--- src/core/opp_pkg.sv ---
/*
  Shared constants for the optimized 1+1 protection switching controller:
  register offsets, field positions, reset values and timing counts.
  Assumes a 200 MHz system clock and a 32-bit Avalon-MM register port.
*/
package opp_pkg;
  // Timer tick: 1 ms base, fine enough for 0.5 min, 500 ms and 0 s steps
  localparam int unsigned CLK_HZ          = 200_000_000;
  localparam int unsigned TICK_US         = 1000;
  localparam int unsigned TICK_CYCLES     = (CLK_HZ / 1_000_000) * TICK_US;

  // Interval limits and defaults, in ms
  localparam int unsigned REV_MIN_MS      = 30_000;
  localparam int unsigned REV_MAX_MS      = 720_000;
  localparam int unsigned REV_DEF_MS      = 300_000;
  localparam int unsigned VER_MIN_MS      = 500;
  localparam int unsigned VER_MAX_MS      = 1000;
  localparam int unsigned VER_DEF_MS      = 500;
  localparam int unsigned REC_MAX_MS      = 10_000;
  localparam int unsigned REC_DEF_MS      = 1000;
  localparam int unsigned DET_MAX_MS      = 5000;
  localparam int unsigned DET_DEF_MS      = 1000;

  // Register word offsets
  localparam logic [3:0] CTRL_OFS         = 4'h0;
  localparam logic [3:0] REV_OFS          = 4'h1;
  localparam logic [3:0] VER_OFS          = 4'h2;
  localparam logic [3:0] REC_OFS          = 4'h3;
  localparam logic [3:0] DET_OFS          = 4'h4;
  localparam logic [3:0] STAT_OFS         = 4'h5;

  // Control register fields
  localparam int unsigned CTRL_REVERTIVE  = 0;
  localparam int unsigned CTRL_LOCKOUT    = 1;
  localparam int unsigned CTRL_FORCE      = 2;
  localparam int unsigned CTRL_SDH_A      = 3;
  localparam int unsigned CTRL_SDH_B      = 4;
  localparam int unsigned CTRL_ENABLE     = 5;
  localparam logic [5:0] CTRL_RESET       = 6'h39;

  // Status register fields
  localparam int unsigned STAT_ACTIVE_B   = 0;
  localparam int unsigned STAT_PRIMARY_B  = 1;
  localparam int unsigned STAT_FORCE_ON   = 2;
  localparam int unsigned STAT_FORCE_DROP = 3;
  localparam int unsigned STAT_FAIL_A     = 4;
  localparam int unsigned STAT_FAIL_B     = 5;
  localparam int unsigned STAT_ELIGIBLE   = 6;
  localparam int unsigned STAT_REV_RUN    = 7;

  // K1 request codes: idle, and the code sent while a Force is being signalled
  localparam logic [7:0] K1_IDLE          = 8'h00;
  localparam logic [7:0] K1_FORCE         = 8'he1;
endpackage : opp_pkg

--- src/core/opp_ctrl.sv ---
/*
  Optimized 1+1 protection switching controller for two SDH line ports.
  Holds the guard and reversion timers, the Force handshake over K1 and
  the Avalon-MM register port. Line failure and far-end K1 inputs come
  from the line framers on other clocks and are synchronised here.
*/
// The implementer's own choices: the register addresses and the Avalon-MM interface to the registers.
`timescale 1ns/1ps
// How it works
// - Revertive mode uses a reversion interval of 0.5 to 12 min, default 5 min.
// - Reversion timer runs only once the switch-causing failure has cleared.
// - Reversion expiry swaps primary and secondary roles.
// - Verification guard interval selectable from 500 ms to 1 s.
// - Accepted Force sets transmitted K1 to Force and starts verification timer.
// - No far-end acknowledgement before expiry withdraws and clears the Force.
// - Recovery guard interval selectable 0 to 10 s, default 1 s.
// - Cleared SD/SF is declared clear only after the recovery interval.
// - Detection guard interval selectable 0 to 5 s, default 1 s.
// - Active port failure switches to standby only after detection interval.
// - Only ports framed as SDH may join the group.
module opp_ctrl (
  input  wire logic        sys_clk_i,          // 200 MHz clock
  input  wire logic        arst_n_i,           // Async reset, active low
  input  wire logic [3:0]  avs_address,        // Word address
  input  wire logic        avs_read,           // Read strobe
  input  wire logic        avs_write,          // Write strobe
  input  wire logic [31:0] avs_writedata,      // Write data
  input  wire logic [3:0]  avs_byteenable,     // Byte enables
  output logic [31:0]      avs_readdata,       // Read data
  output logic             avs_waitrequest,    // Wait request
  input  wire logic        line_a_fail_i,      // SD/SF/LOS/LOF/AIS-L on port A
  input  wire logic        line_b_fail_i,      // SD/SF/LOS/LOF/AIS-L on port B
  input  wire logic        far_force_ack_i,    // Far end acknowledges Force
  output logic [7:0]       k1_tx_o,            // Transmitted K1 byte
  output logic             sel_b_o             // Traffic taken from port B
);
  localparam int CW = 20;

  typedef enum logic [1:0] {
    F_IDLE   = 2'b00,
    F_VERIFY = 2'b01,
    F_HELD   = 2'b10
  } force_type;

  typedef struct packed {
    logic [17:0]  tick_cnt;
    logic         tick;
    logic [1:0]   sync_a;
    logic [1:0]   sync_b;
    logic [1:0]   sync_ack;
    logic [5:0]   ctrl;
    logic [CW-1:0] rev_ms;
    logic [CW-1:0] ver_ms;
    logic [CW-1:0] rec_ms;
    logic [CW-1:0] det_ms;
    logic         active_b;
    logic         primary_b;
    logic         switched;
    logic [CW-1:0] rev_cnt;
    force_type    fstate;
    logic [CW-1:0] ver_cnt;
    logic         force_drop;
    logic         ack;
    logic [31:0]  rdata;
    logic [7:0]   k1;
  } state_type;

  state_type st;
  state_type next_st;
  logic      fail_a;
  logic      fail_b;

  opp_line_guard #(.CW(CW)) u_guard_a (
    .sys_clk_i (sys_clk_i),
    .arst_n_i  (arst_n_i),
    .tick_i    (st.tick),
    .fail_i    (st.sync_a[1]),
    .det_ms_i  (st.det_ms),
    .rec_ms_i  (st.rec_ms),
    .failed_o  (fail_a)
  );

  opp_line_guard #(.CW(CW)) u_guard_b (
    .sys_clk_i (sys_clk_i),
    .arst_n_i  (arst_n_i),
    .tick_i    (st.tick),
    .fail_i    (st.sync_b[1]),
    .det_ms_i  (st.det_ms),
    .rec_ms_i  (st.rec_ms),
    .failed_o  (fail_b)
  );

  function automatic logic [CW-1:0] clip(input logic [31:0] v, input int unsigned lo, input int unsigned hi);
    logic [31:0] r;
    r = v;
    if (r < lo) r = lo;
    if (r > hi) r = hi;
    return r[CW-1:0];
  endfunction : clip

  always_comb begin
    logic eligible;
    logic act_fail;
    logic stby_fail;
    logic wr;
    logic rd;
    eligible  = 1'b0;
    act_fail  = 1'b0;
    stby_fail = 1'b0;
    wr        = 1'b0;
    rd        = 1'b0;
    next_st   = st;

    next_st.sync_a   = {st.sync_a[0], line_a_fail_i};
    next_st.sync_b   = {st.sync_b[0], line_b_fail_i};
    next_st.sync_ack = {st.sync_ack[0], far_force_ack_i};

    // Common 1 ms tick shared by every timer
    next_st.tick = 1'b0;
    if (st.tick_cnt == 18'(opp_pkg::TICK_CYCLES - 1)) begin
      next_st.tick_cnt = '0;
      next_st.tick     = 1'b1;
    end else begin
      next_st.tick_cnt = st.tick_cnt + 18'h1;
    end

    eligible = st.ctrl[opp_pkg::CTRL_ENABLE] && st.ctrl[opp_pkg::CTRL_SDH_A]
               && st.ctrl[opp_pkg::CTRL_SDH_B];
    act_fail  = st.active_b ? fail_b : fail_a;
    stby_fail = st.active_b ? fail_a : fail_b;

    wr = avs_write && !avs_read;
    rd = avs_read && !avs_write;

    // Register writes; intervals are clamped into their legal ranges
    if (wr && avs_byteenable[0]) begin
      unique case (avs_address)
        opp_pkg::CTRL_OFS: next_st.ctrl   = avs_writedata[5:0];
        opp_pkg::REV_OFS:  next_st.rev_ms = clip(avs_writedata, opp_pkg::REV_MIN_MS, opp_pkg::REV_MAX_MS);
        opp_pkg::VER_OFS:  next_st.ver_ms = clip(avs_writedata, opp_pkg::VER_MIN_MS, opp_pkg::VER_MAX_MS);
        opp_pkg::REC_OFS:  next_st.rec_ms = clip(avs_writedata, 0, opp_pkg::REC_MAX_MS);
        opp_pkg::DET_OFS:  next_st.det_ms = clip(avs_writedata, 0, opp_pkg::DET_MAX_MS);
        default: ;
      endcase
    end

    // Sticky Force-dropped flag: write 1 to clear, a new drop wins
    if (wr && avs_address == opp_pkg::STAT_OFS && avs_byteenable[0]
        && avs_writedata[opp_pkg::STAT_FORCE_DROP]) begin
      next_st.force_drop = 1'b0;
    end

    next_st.ack = st.sync_ack[1];

    // Force handshake with the far end
    unique case (st.fstate)
      F_IDLE: begin
        next_st.k1 = opp_pkg::K1_IDLE;
        if (eligible && st.ctrl[opp_pkg::CTRL_FORCE]
            && (!st.ctrl[opp_pkg::CTRL_LOCKOUT] || !stby_fail)) begin
          next_st.fstate  = F_VERIFY;
          next_st.k1      = opp_pkg::K1_FORCE;
          next_st.ver_cnt = '0;
        end
      end
      F_VERIFY: begin
        if (st.ack) begin
          next_st.fstate   = F_HELD;
          next_st.active_b = !st.active_b;
          next_st.switched = 1'b0;
        end else if (st.ver_cnt >= st.ver_ms) begin
          next_st.fstate     = F_IDLE;
          next_st.k1         = opp_pkg::K1_IDLE;
          next_st.ctrl[opp_pkg::CTRL_FORCE] = 1'b0;
          next_st.force_drop = 1'b1;
        end else if (st.tick) begin
          next_st.ver_cnt = st.ver_cnt + 1'b1;
        end
      end
      F_HELD: begin
        if (!st.ctrl[opp_pkg::CTRL_FORCE] || !eligible) begin
          next_st.fstate = F_IDLE;
          next_st.k1     = opp_pkg::K1_IDLE;
        end
      end
      default: next_st.fstate = F_IDLE;
    endcase

    // Automatic switching; failures already qualified by the guards
    if (eligible && st.fstate != F_HELD && act_fail && !stby_fail
        && !st.ctrl[opp_pkg::CTRL_LOCKOUT]) begin
      next_st.active_b = !st.active_b;
      next_st.switched = 1'b1;
      next_st.rev_cnt  = '0;
    end else if (st.switched && st.ctrl[opp_pkg::CTRL_REVERTIVE]) begin
      if (fail_a || fail_b) begin
        next_st.rev_cnt = '0;
      end else if (st.rev_cnt >= st.rev_ms) begin
        next_st.primary_b = st.active_b;
        next_st.switched  = 1'b0;
        next_st.rev_cnt   = '0;
      end else if (st.tick) begin
        next_st.rev_cnt = st.rev_cnt + 1'b1;
      end
    end

    if (rd) begin
      unique case (avs_address)
        opp_pkg::CTRL_OFS: next_st.rdata = {26'h0, st.ctrl};
        opp_pkg::REV_OFS:  next_st.rdata = 32'(st.rev_ms);
        opp_pkg::VER_OFS:  next_st.rdata = 32'(st.ver_ms);
        opp_pkg::REC_OFS:  next_st.rdata = 32'(st.rec_ms);
        opp_pkg::DET_OFS:  next_st.rdata = 32'(st.det_ms);
        opp_pkg::STAT_OFS: next_st.rdata = {24'h0, st.switched, eligible, fail_b, fail_a,
                                            st.force_drop, st.fstate == F_HELD,
                                            st.primary_b, st.active_b};
        default:           next_st.rdata = 32'h0;
      endcase
    end
  end

  always_ff @(posedge sys_clk_i or negedge arst_n_i) begin
    if (!arst_n_i) begin
      st        <= '0;
      st.ctrl   <= opp_pkg::CTRL_RESET;
      st.rev_ms <= CW'(opp_pkg::REV_DEF_MS);
      st.ver_ms <= CW'(opp_pkg::VER_DEF_MS);
      st.rec_ms <= CW'(opp_pkg::REC_DEF_MS);
      st.det_ms <= CW'(opp_pkg::DET_DEF_MS);
      st.fstate <= F_IDLE;
    end else begin
      st <= next_st;
    end
  end

  // Zero-wait writes; reads answer one cycle later from registered data
  logic rd_done;
  always_ff @(posedge sys_clk_i or negedge arst_n_i) begin
    if (!arst_n_i) begin
      rd_done <= 1'b0;
    end else begin
      rd_done <= avs_read && !rd_done;
    end
  end

  assign avs_waitrequest = avs_read && !rd_done;
  assign avs_readdata    = st.rdata;
  assign k1_tx_o         = st.k1;
  assign sel_b_o         = st.active_b;
endmodule : opp_ctrl

--- src/core/opp_line_guard.sv ---
/*
  Per-line failure qualifier: raw failure must persist for the detection
  interval before it is declared, and a cleared SD/SF must stay clear for
  the recovery interval before the declaration drops.
  Assumes failure inputs already synchronised and a one-cycle ms tick.
*/
`timescale 1ns/1ps
module opp_line_guard #(
  parameter int unsigned CW = 20
) (
  input  wire logic          sys_clk_i,   // System clock
  input  wire logic          arst_n_i,    // Async reset, active low
  input  wire logic          tick_i,      // 1 ms tick pulse
  input  wire logic          fail_i,      // Raw line failure level
  input  wire logic [CW-1:0] det_ms_i,    // Detection interval
  input  wire logic [CW-1:0] rec_ms_i,    // Recovery interval
  output logic               failed_o     // Qualified failure
);
  typedef struct packed {
    logic          failed;
    logic [CW-1:0] cnt;
  } state_type;

  state_type st;
  state_type next_st;

  always_comb begin
    next_st = st;
    if (fail_i == st.failed) begin
      next_st.cnt = '0;
    end else if ((fail_i ? det_ms_i : rec_ms_i) <= st.cnt) begin
      next_st.failed = fail_i;
      next_st.cnt    = '0;
    end else if (tick_i) begin
      next_st.cnt = st.cnt + 1'b1;
    end
  end

  always_ff @(posedge sys_clk_i or negedge arst_n_i) begin
    if (!arst_n_i) begin
      st <= '0;
    end else begin
      st <= next_st;
    end
  end

  assign failed_o = st.failed;
endmodule : opp_line_guard

--- config.mk ---
export PLATFORM = sky130hd
export DESIGN_NAME = opp_ctrl
export DESIGN_NICKNAME = d
export VERILOG_FILES = /design/src/core/opp_pkg.sv /design/src/core/opp_ctrl.sv /design/src/core/opp_line_guard.sv
export SDC_FILE = /design/constraint.sdc
export NUM_CORES = 1
export LEC_CHECK = 0
export BUFFER_PORTS_ARGS = -buffer_cell sky130_fd_sc_hd__buf_2
export CAP_MARGIN = 0
export CELL_PAD_IN_SITES_DETAIL_PLACEMENT = 1
export CELL_PAD_IN_SITES_GLOBAL_PLACEMENT = 2
export CORE_UTILIZATION = 39
export DETAILED_ROUTE_END_ITERATION = 12
export PLACE_DENSITY_LB_ADDON = 0.1
export SLEW_MARGIN = 5
export SYNTH_ARGS = -nofsm -noshare
export SYNTH_HDL_FRONTEND = slang
export SYNTH_SLANG_ARGS = --single-unit
--- constraint.sdc ---
create_clock -name sys_clk_i -period 3.9 [get_ports sys_clk_i]
set_clock_uncertainty 0.1 [all_clocks]
set_input_delay 1.17 -clock sys_clk_i [delete_from_list [all_inputs] [get_ports sys_clk_i]]
set_output_delay 1.17 -clock sys_clk_i [all_outputs]
set_load 0.01 [all_outputs]
==> impl_metrics.json, run 1 <==
{
  "ctsResizeCount": 0,
  "overflow": 0,
  "min_to": "st[176]",
  "synth-main-ff-cell": "dfrtp_1",
  "synth_edf_count": 0,
  "start_kind": "flop",
  "ctsHoldBuffers": 0,
  "hpwl_um": 29460,
  "worstSetupPathType": "flop to flop",
  "worst-r2r-cell-count": 9,
  "dr.pass1.iters": 8,
  "fp.dieW_um": 185.0,
  "setup_slack_ps": 564.3,
  "hold_path_class": "flop to flop",
  "totalPowerFinal_mw": 5.959,
  "max_freq_ghz": 0.2998,
  "gr-usage-met2_pct": 37.26,
  "synth.avg_cell_area_um2": 9.495,
  "post_cts_buffers": 0,
  "cp_data_arrival_time_ps": 3650,
  "drc": 0,
  "layout-area-overhead-vs-synth_pct": 12.31,
  "detail-route-antenna-nets": 0,
  "routed_wl_um": 38970,
  "portBuffers": 69,
  "yosysTopAreaCell": "dfrtp_1",
  "cts_tree": "yes",
  "crit_fanout": 22,
  "maxCapViolations": 0,
  "required_ps": 4210,
  "io_pins": 89,
  "yosysMostFrequentCell": "dfrtp_1",
  "dpl.cell_count": 1832,
  "powerDensity_nw_per_um2": 406.1,
  "fin_crit_sh_pct": 85.53,
  "hold_slack_ps": 258.7,
  "synth_area_um2": 13070,
  "synthArstFlopShare_pct": 100.0,
  "worst_slew_pin_slew_ps": 903.9,
  "path_clk_slew_ps": 60,
  "r2r_start": "st[178]",
  "vias_per_cell": 5.530,
  "min_period_ps": 3336,
  "grt_pass1_vias": 10880,
  "endpoint_kind": "flop",
  "finalSetupViolations": 0,
  "core-area_um2": 32780,
  "grt_setup_unrepaired": "false",
  "stdcell_count": 1883,
  "setup_tns_ps": 0,
  "slew_headroom_pct": 39.74,
  "finalMaxSlewViolations": 0,
  "synthTopCellsByArea": "dfrtp_1 37%, ha_1 8.5%, dfstp_2 6.0%",
  "grt.met3_usage_pct": 3.146,
  "hold_viol": 0,
  "place_congestion": 0.8681,
  "yosysWarnings": 0,
  "synth_top_cell_area_share_pct": 36.77,
  "worstReg2RegEnd": "u_guard_a.st[2]",
  "synth_cells": 1376,
  "die_height_um": 185.0,
  "vias": 10410,
  "cts_inserted_buffers": 28,
  "antenna_found_initial": 0,
  "cts.path.max_buffers": 3,
  "synth_common_cells": "192 x dfrtp_1, 123 x nor2_1, 100 x nand2_1, 99 x inv_1, 89 x ha_1",
  "initial_core_util_pct": 39.85,
  "grt_pass1_wl_um": 62980,
  "cts-root-buf": "clkbuf_16",
  "status": "complete, no violations",
  "final_layout_size_suffix_gt1_share_pct": 16.52,
  "cts.sinks": 222,
  "diodes": 0,
  "grt_util_met1_pct": 34.53,
  "r2r_slack_ps": 560,
  "drt-initial-drc-count": 629,
  "post_synth_num_cell_types": 72,
  "wl_per_cell_um": 20.70,
  "synth_seq_area_share_pct": 42.81,
  "gr-usage-all-layers_pct": 23.61,
  "holdCritStartpoint": "next_st[176]",
  "ctsHtreeMaxLevel": 1,
  "grt_max_degree": 80,
  "placementRows": 66,
  "synth-seq-cells": 222,
  "whs_path_depth": 0,
  "p_leak_nw": 6.868,
  "dp_worst_setup_slack_ps": 561.3,
  "nets": 1556,
  "busiest_layer": "met2",
  "die_area_um2": 34240,
  "max-vdd-ir-drop_uv": 319.3,
  "clk_latency_ps": 540
}
[flip-flops by register name, summed over array words and instances, names as in the netlist]
name and flops:
u_guard_b.failed_o 1, sel_b_o 1, u_guard_a.st 20, k1_tx_o 1, st 153, next_st 4, avs_readdata 20, u_guard_b.st 20
u_guard_a.failed_o 1, rd_done 1
[logic make-up after synthesis]
kind of cell    synth area share (%)
compound gates                 15.66
fa+ha+maj                      8.523
buf+inv                        6.866
simple gates                   17.34
flops                          42.81
mux                            4.884
xor+xnor                       3.888
other cells                  0.02870
[worst max-delay path by stage]
stage,start,endpoint,cells after the start
global placement,avs_writedata[18],st[133],8
global route,st[178],u_guard_a.st[2],9
floorplan,avs_writedata[18],st[132],7
detailed placement,avs_writedata[18],st[134],8
finish,st[178],u_guard_a.st[2],9
CTS,st[178],u_guard_a.st[2],9
[cell usage in the layout (no fill, tap or decap), types with 30 or more instances in the layout]
| master | count |
|---|---|
| a21oi_1 | 65 |
| and3_1 | 37 |
| buf_2 | 68 |
| dfrtp_1 | 192 |
| dfstp_2 | 30 |
| ha_1 | 89 |
| inv_1 | 99 |
| mux2_2 | 46 |
| nand2_1 | 100 |
| nand3_1 | 56 |
| nand4_1 | 31 |
| nor2_1 | 123 |
| o21ai_0 | 67 |
| xnor2_1 | 50 |
[metal layers]
layer / vias to the layer above / share of wire (%)
li1: 4938 / -
met1: 5253 / 48
met2: 191 / 45
met3: 31 / 5.3
met4: 0 / 1.3
met5: - / 0
[worst max-delay path: stages (launching register included)]
cell and delay [ps]:
dfrtp_1 930, mux2_2 420, ha_1 300, a21oi_1 160
o21ai_0 170, a221o_1 390, a211o_1 290, nand3_1 80
buf_4 250, nor2_1 110
[report_power, final]
group / switching (mW) / internal, mW
registers: 0.159 / 2.44
clock network: 1.02 / 1.55
logic: 0.475 / 0.312
total: 1.66 / 4.30
[final cells by class]
| type | instances | area, µm² |
|---|---|---|
| Fill cell | 3811 | 18110 |
| Multi-Input combinational cell | 973 | 6660 |
| Sequential cell | 222 | 5593 |
| Clock buffer | 44 | 852.1 |
| Timing Repair Buffer | 96 | 583.1 |
| Tap cell | 442 | 553.0 |
| Inverter | 99 | 371.6 |
| Clock inverter | 7 | 60.06 |
[stage by stage]
stage               cell area [µm²]  utilization (%)
finish                        14670            44.76
global route                  14670            44.76
CTS                           14670            44.76
detailed placement            13760            41.97
global placement              13760            41.97
floorplan                     13120                -
No activity file was read; power rests on OpenSTA's default activity.
==> inputs of run 2 (changes only) <==
--- a/config.mk
+++ b/config.mk
@@ -11,6 +11,7 @@
 export CELL_PAD_IN_SITES_GLOBAL_PLACEMENT = 2
 export CORE_UTILIZATION = 39
 export DETAILED_ROUTE_END_ITERATION = 12
+export MAX_ROUTING_LAYER = met4
 export PLACE_DENSITY_LB_ADDON = 0.1
 export SLEW_MARGIN = 5
 export SYNTH_ARGS = -nofsm -noshare
==> impl_metrics.json, run 2 (synthesis gave the netlist of run 1 again) <==
{
  "status": "complete, no violations",
  "io_pins": 89,
  "path_clk_slew_ps": 60,
  "diodes": 0,
  "max-vdd-ir-drop_uv": 319.2,
  "crit_buf_inv": 1,
  "final_layout_size_suffix_gt1_share_pct": 16.52,
  "path_cells": "mux2_2 -> ha_1 -> a21oi_1 -> o21ai_0 -> a221o_1 -> a211o_1 -> nand3_1 -> buf_4 -> nor2_1",
  "endpoint_kind": "flop",
  "cts_inserted_buffers": 28,
  "vias_per_cell": 5.550,
  "largest_register_ff_count": 153,
  "required_ps": 4210,
  "maxCapViolations": 0,
  "hold_slack_ps": 258.7,
  "worst_slew_pin_slew_ps": 907.9,
  "cts.sinks": 222,
  "detail-route-antenna-nets": 0,
  "overflow": 0,
  "post_cts_buffers": 0,
  "hpwl_um": 29460,
  "crit_path_max_incr_delay_ps": 930,
  "fp.dieW_um": 185.0,
  "finalMaxSlewViolations": 0,
  "max_freq_ghz": 0.3015,
  "setup_tns_ps": 0,
  "wl_per_cell_um": 20.72,
  "cts.path.max_buffers": 3,
  "slew_headroom_pct": 39.47,
  "fin_crit_sh_pct": 85.05,
  "clk_latency_ps": 540,
  "p_clk_share_pct": 43.2,
  "ctsHoldBuffers": 0,
  "drc": 0,
  "grt_max_degree": 80,
  "switchingPower_mw": 1.660,
  "die_height_um": 185.0,
  "dpl.cell_count": 1832,
  "core-area_um2": 32780,
  "hold_viol": 0,
  "nets": 1556,
  "die_area_um2": 34240,
  "intPower_mw": 4.302,
  "gr-usage-all-layers_pct": 24.30,
  "placementRows": 66,
  "regMostFlops": "st",
  "setup_slack_ps": 583.1,
  "vias": 10450,
  "grt_pass1_vias": 10900,
  "min_period_ps": 3317,
  "stdcell_count": 1883,
  "drt-initial-drc-count": 636,
  "p_seq_share_pct": 43.5,
  "post-route-util_pct": 44.76,
  "ctsHtreeMaxLevel": 1,
  "ctsResizeCount": 0,
  "dr.pass1.iters": 5,
  "grt_pass1_wl_um": 62980,
  "cp_data_arrival_time_ps": 3630,
  "combPwrFrac_pct": 13.2,
  "antenna_found_initial": 0,
  "p_leak_nw": 6.868,
  "start_kind": "flop",
  "place_congestion": 0.8823,
  "layout_commonest_cell": "dfrtp_1",
  "worstSetupPathType": "flop to flop",
  "layout-area-overhead-vs-synth_pct": 12.31,
  "grt_setup_unrepaired": "false",
  "cts-root-buf": "clkbuf_16",
  "dp_worst_setup_slack_ps": 561.3,
  "finalSetupViolations": 0,
  "initial_core_util_pct": 39.85,
  "routed_wl_um": 39010,
  "portBuffers": 69,
  "layout_common_cells": "192 x dfrtp_1, 123 x nor2_1, 100 x nand2_1",
  "crit_fanout": 22,
  "path_delay_family": "compound AO/OA/AOI/OAI gates",
  "powerDensity_nw_per_um2": 406.3,
  "switching_share_pct": 27.85,
  "hold_path_class": "flop to flop",
  "crit_path_top_delay_cell": "dfrtp_1",
  "cts_tree": "yes"
}
-- run 2: metrics by stage --
| stage | area (µm²) | power (mW) |
|---|---|---|
| CTS | 14670 | 6.039 |
| global placement | 13760 | 3.411 |
| finish | 14670 | 5.962 |
| floorplan | 13120 | 3.112 |
| detailed placement | 13760 | 3.433 |
| global route | 14670 | 6.243 |
-- run 2: layout make-up --
type / instances / area (µm²)
Sequential cell: 222 / 5593
Multi-Input combinational cell: 973 / 6660
Tap cell: 442 / 553.0
Clock inverter: 7 / 60.06
Inverter: 99 / 371.6
Fill cell: 3811 / 18110
Clock buffer: 44 / 852.1
Timing Repair Buffer: 96 / 583.1
-- run 2: routing by layer --
layer	vias to the layer above	track usage, %	part of all wire, %
met5	-	-	0
met4	0	4.331	1.4
met3	37	3.126	5.0
met2	193	37.19	45
met1	5278	34.59	48
li1	4942	-	-
-- run 2: worst paths after layout --
check	slack (ps)	endpoint	depth (start not counted)	start
worst max-delay path	580	u_guard_a.st[2]	9	st[178]
worst min-delay path	260	st[176]	0	next_st[176]
worst max register to register	580	u_guard_a.st[2]	9	st[178]
worst min register to register	260	st[176]	0	next_st[176]
max in group asynchronous	2360	st[165]	2	arst_n_i
min in group asynchronous	480	st[60]	1	arst_n_i
-- run 2: power groups by stage --
stage,logic [mW],registers (mW),clock network (mW)
floorplan,0.574,2.54,0
global placement,0.779,2.63,0
detailed placement,0.798,2.63,0
CTS,0.801,2.59,2.64
global route,0.890,2.61,2.74
finish,0.789,2.60,2.58
==> inputs of run 3 (changes only) <==
--- a/config.mk
+++ b/config.mk
@@ -5,12 +5,12 @@
 export SDC_FILE = /design/constraint.sdc
 export NUM_CORES = 1
 export LEC_CHECK = 0
-export BUFFER_PORTS_ARGS = -buffer_cell sky130_fd_sc_hd__buf_2
 export CAP_MARGIN = 0
 export CELL_PAD_IN_SITES_DETAIL_PLACEMENT = 1
 export CELL_PAD_IN_SITES_GLOBAL_PLACEMENT = 2
-export CORE_UTILIZATION = 39
+export CORE_UTILIZATION = 40
 export DETAILED_ROUTE_END_ITERATION = 12
+export DONT_BUFFER_PORTS = 1
 export MAX_ROUTING_LAYER = met4
 export PLACE_DENSITY_LB_ADDON = 0.1
 export SLEW_MARGIN = 5
==> impl_metrics.json, run 3 (synthesis gave the netlist of run 1 again) <==
{
  "crit_path_frequent_cell": "a21o_1",
  "path_clk_slew_ps": 60,
  "hpwl_um": 28570,
  "drt-initial-drc-count": 663,
  "worst_slew_pin_slew_ps": 872.2,
  "cp_data_arrival_time_ps": 3590,
  "fin_crit_sh_pct": 83.67,
  "status": "complete, no violations",
  "setup_tns_ps": 0,
  "totalPowerFinal_mw": 6.092,
  "maxCapViolations": 0,
  "fillers": 3628,
  "final_layout_size_suffix_gt1_share_pct": 12.26,
  "io_pins": 89,
  "diodes": 0,
  "start_kind": "flop",
  "slew_headroom_pct": 41.85,
  "p_leak_nw": 6.523,
  "place_congestion": 0.8395,
  "cts_inserted_buffers": 27,
  "path_cells": "mux2_2 -> ha_1 -> a21o_1 -> a21o_1 -> a221o_1 -> a211o_1 -> nand3_1 -> buf_4 -> nor2_1",
  "finalMaxSlewViolations": 0,
  "max_freq_ghz": 0.3065,
  "die_area_um2": 33390,
  "vias_per_cell": 5.663,
  "endpoint_kind": "flop",
  "cts_tree": "yes",
  "grt_pass1_wl_um": 62040,
  "hold_slack_ps": 229.1,
  "antenna_found_initial": 0,
  "worstReg2RegEnd": "u_guard_b.st[8]",
  "grt_util_met1_pct": 34.18,
  "cts-root-buf": "clkbuf_16",
  "routed_wl_um": 38540,
  "required_ps": 4220,
  "grt_max_degree": 223,
  "wl_per_cell_um": 21.45,
  "hold_path_class": "primary input to async pin",
  "gr-usage-all-layers_pct": 24.61,
  "worst-r2r-cell-count": 9,
  "grt_pass1_vias": 10490,
  "portBuffers": 0,
  "max-vdd-ir-drop_uv": 270.9,
  "placementRows": 65,
  "die_height_um": 182.7,
  "crit_path_max_incr_delay_ps": 910,
  "busiest_layer": "met2",
  "nets": 1478,
  "layout_common_cells": "192 x dfrtp_1, 123 x nor2_1, 100 x nand2_1",
  "detail-route-antenna-nets": 0,
  "worstSetupPathType": "flop to flop",
  "gr-usage-met2_pct": 37.82,
  "fp.dieW_um": 182.7,
  "r2r_start": "st[176]",
  "post_cts_buffers": 0,
  "hold_viol": 0,
  "drc": 0,
  "finalSetupViolations": 0,
  "dpl.cell_count": 1748,
  "r2r_slack_ps": 640,
  "regMostFlops": "st",
  "min_period_ps": 3263,
  "layout_commonest_cell": "dfrtp_1",
  "dr.pass1.iters": 7,
  "overflow": 0,
  "cts.sinks": 222,
  "crit_path_top_delay_cell": "dfrtp_1",
  "stdcell_count": 1797,
  "vias": 10180,
  "clk_latency_ps": 540,
  "ctsHtreeMaxLevel": 1,
  "initial_core_util_pct": 40.98,
  "crit_fanout": 22,
  "powerDensity_nw_per_um2": 426.2,
  "layout-area-overhead-vs-synth_pct": 9.414,
  "grt.met3_usage_pct": 4.370,
  "cts.path.max_buffers": 3,
  "core-area_um2": 31880,
  "ctsResizeCount": 0,
  "largest_register_ff_count": 153,
  "grt_setup_unrepaired": "false",
  "ctsHoldBuffers": 0
}
==> run 3: cell type report <==
type	count	area [µm²]	area share [%]
repair buffers	19	142.6	0.9978
clock buffers	28	689.4	4.823
flip-flops and latches	222	5593	39.12
inverters	99	371.6	2.600
well taps	435	544.3	3.807
multi-input cells	973	6651	46.53
clock inverters	21	302.8	2.118
==> run 3: layer usage <==
| metal | vias to the layer above | wire length [µm] |
|---|---|---|
| met4 | 0 | 516 |
| met2 | 182 | 17500 |
| met5 | - | 0 |
| li1 | 4785 | - |
| met3 | 35 | 1955 |
| met1 | 5175 | 18570 |
==> run 3: how the worst max path moves through the flow <==
| stage | from | to | slack (ps) | depth (start not counted) |
|---|---|---|---|---|
| 5_1_grt | st[176] | u_guard_b.st[8] | 440 | 10 |
| 4_1_cts | st[176] | u_guard_b.st[1] | 650 | 9 |
| 6_report | st[176] | u_guard_b.st[8] | 640 | 9 |
| 2_1_floorplan | avs_writedata[18] | st[132] | 940 | 7 |
| 3_5_place_dp | avs_writedata[18] | st[134] | 640 | 7 |
| 3_3_place_gp | avs_writedata[18] | st[135] | 700 | 7 |
==> run 3: report_power, final <==
part / leakage [nW] / switching, mW / internal, mW / total [mW]
sequential: 2.86 / 0.154 / 2.44 / 2.59
combinational: 3.19 / 0.389 / 0.287 / 0.676
clock: 0.471 / 1.08 / 1.75 / 2.83
total: 6.52 / 1.62 / 4.47 / 6.09
==> run 3: worst max-delay path, delay by kind of cell, from the launching register on <==
kind            cells  cell delay (ps)
buf+inv             1              250
flops               1              910
simple gates        2              170
mux                 1              460
compound gates      4              910
fa+ha+maj           1              320
==> run 3: through the flow <==
stage	utilization [%]	setup WS (ps)	cell area (µm²)
2_1_floorplan	-	944.1	13120
3_3_place_gp	41.73	702.3	13300
3_5_place_dp	41.73	642.7	13300
4_1_cts	44.84	653.9	14300
5_1_grt	44.84	442.3	14300
6_report	44.84	636.9	14300
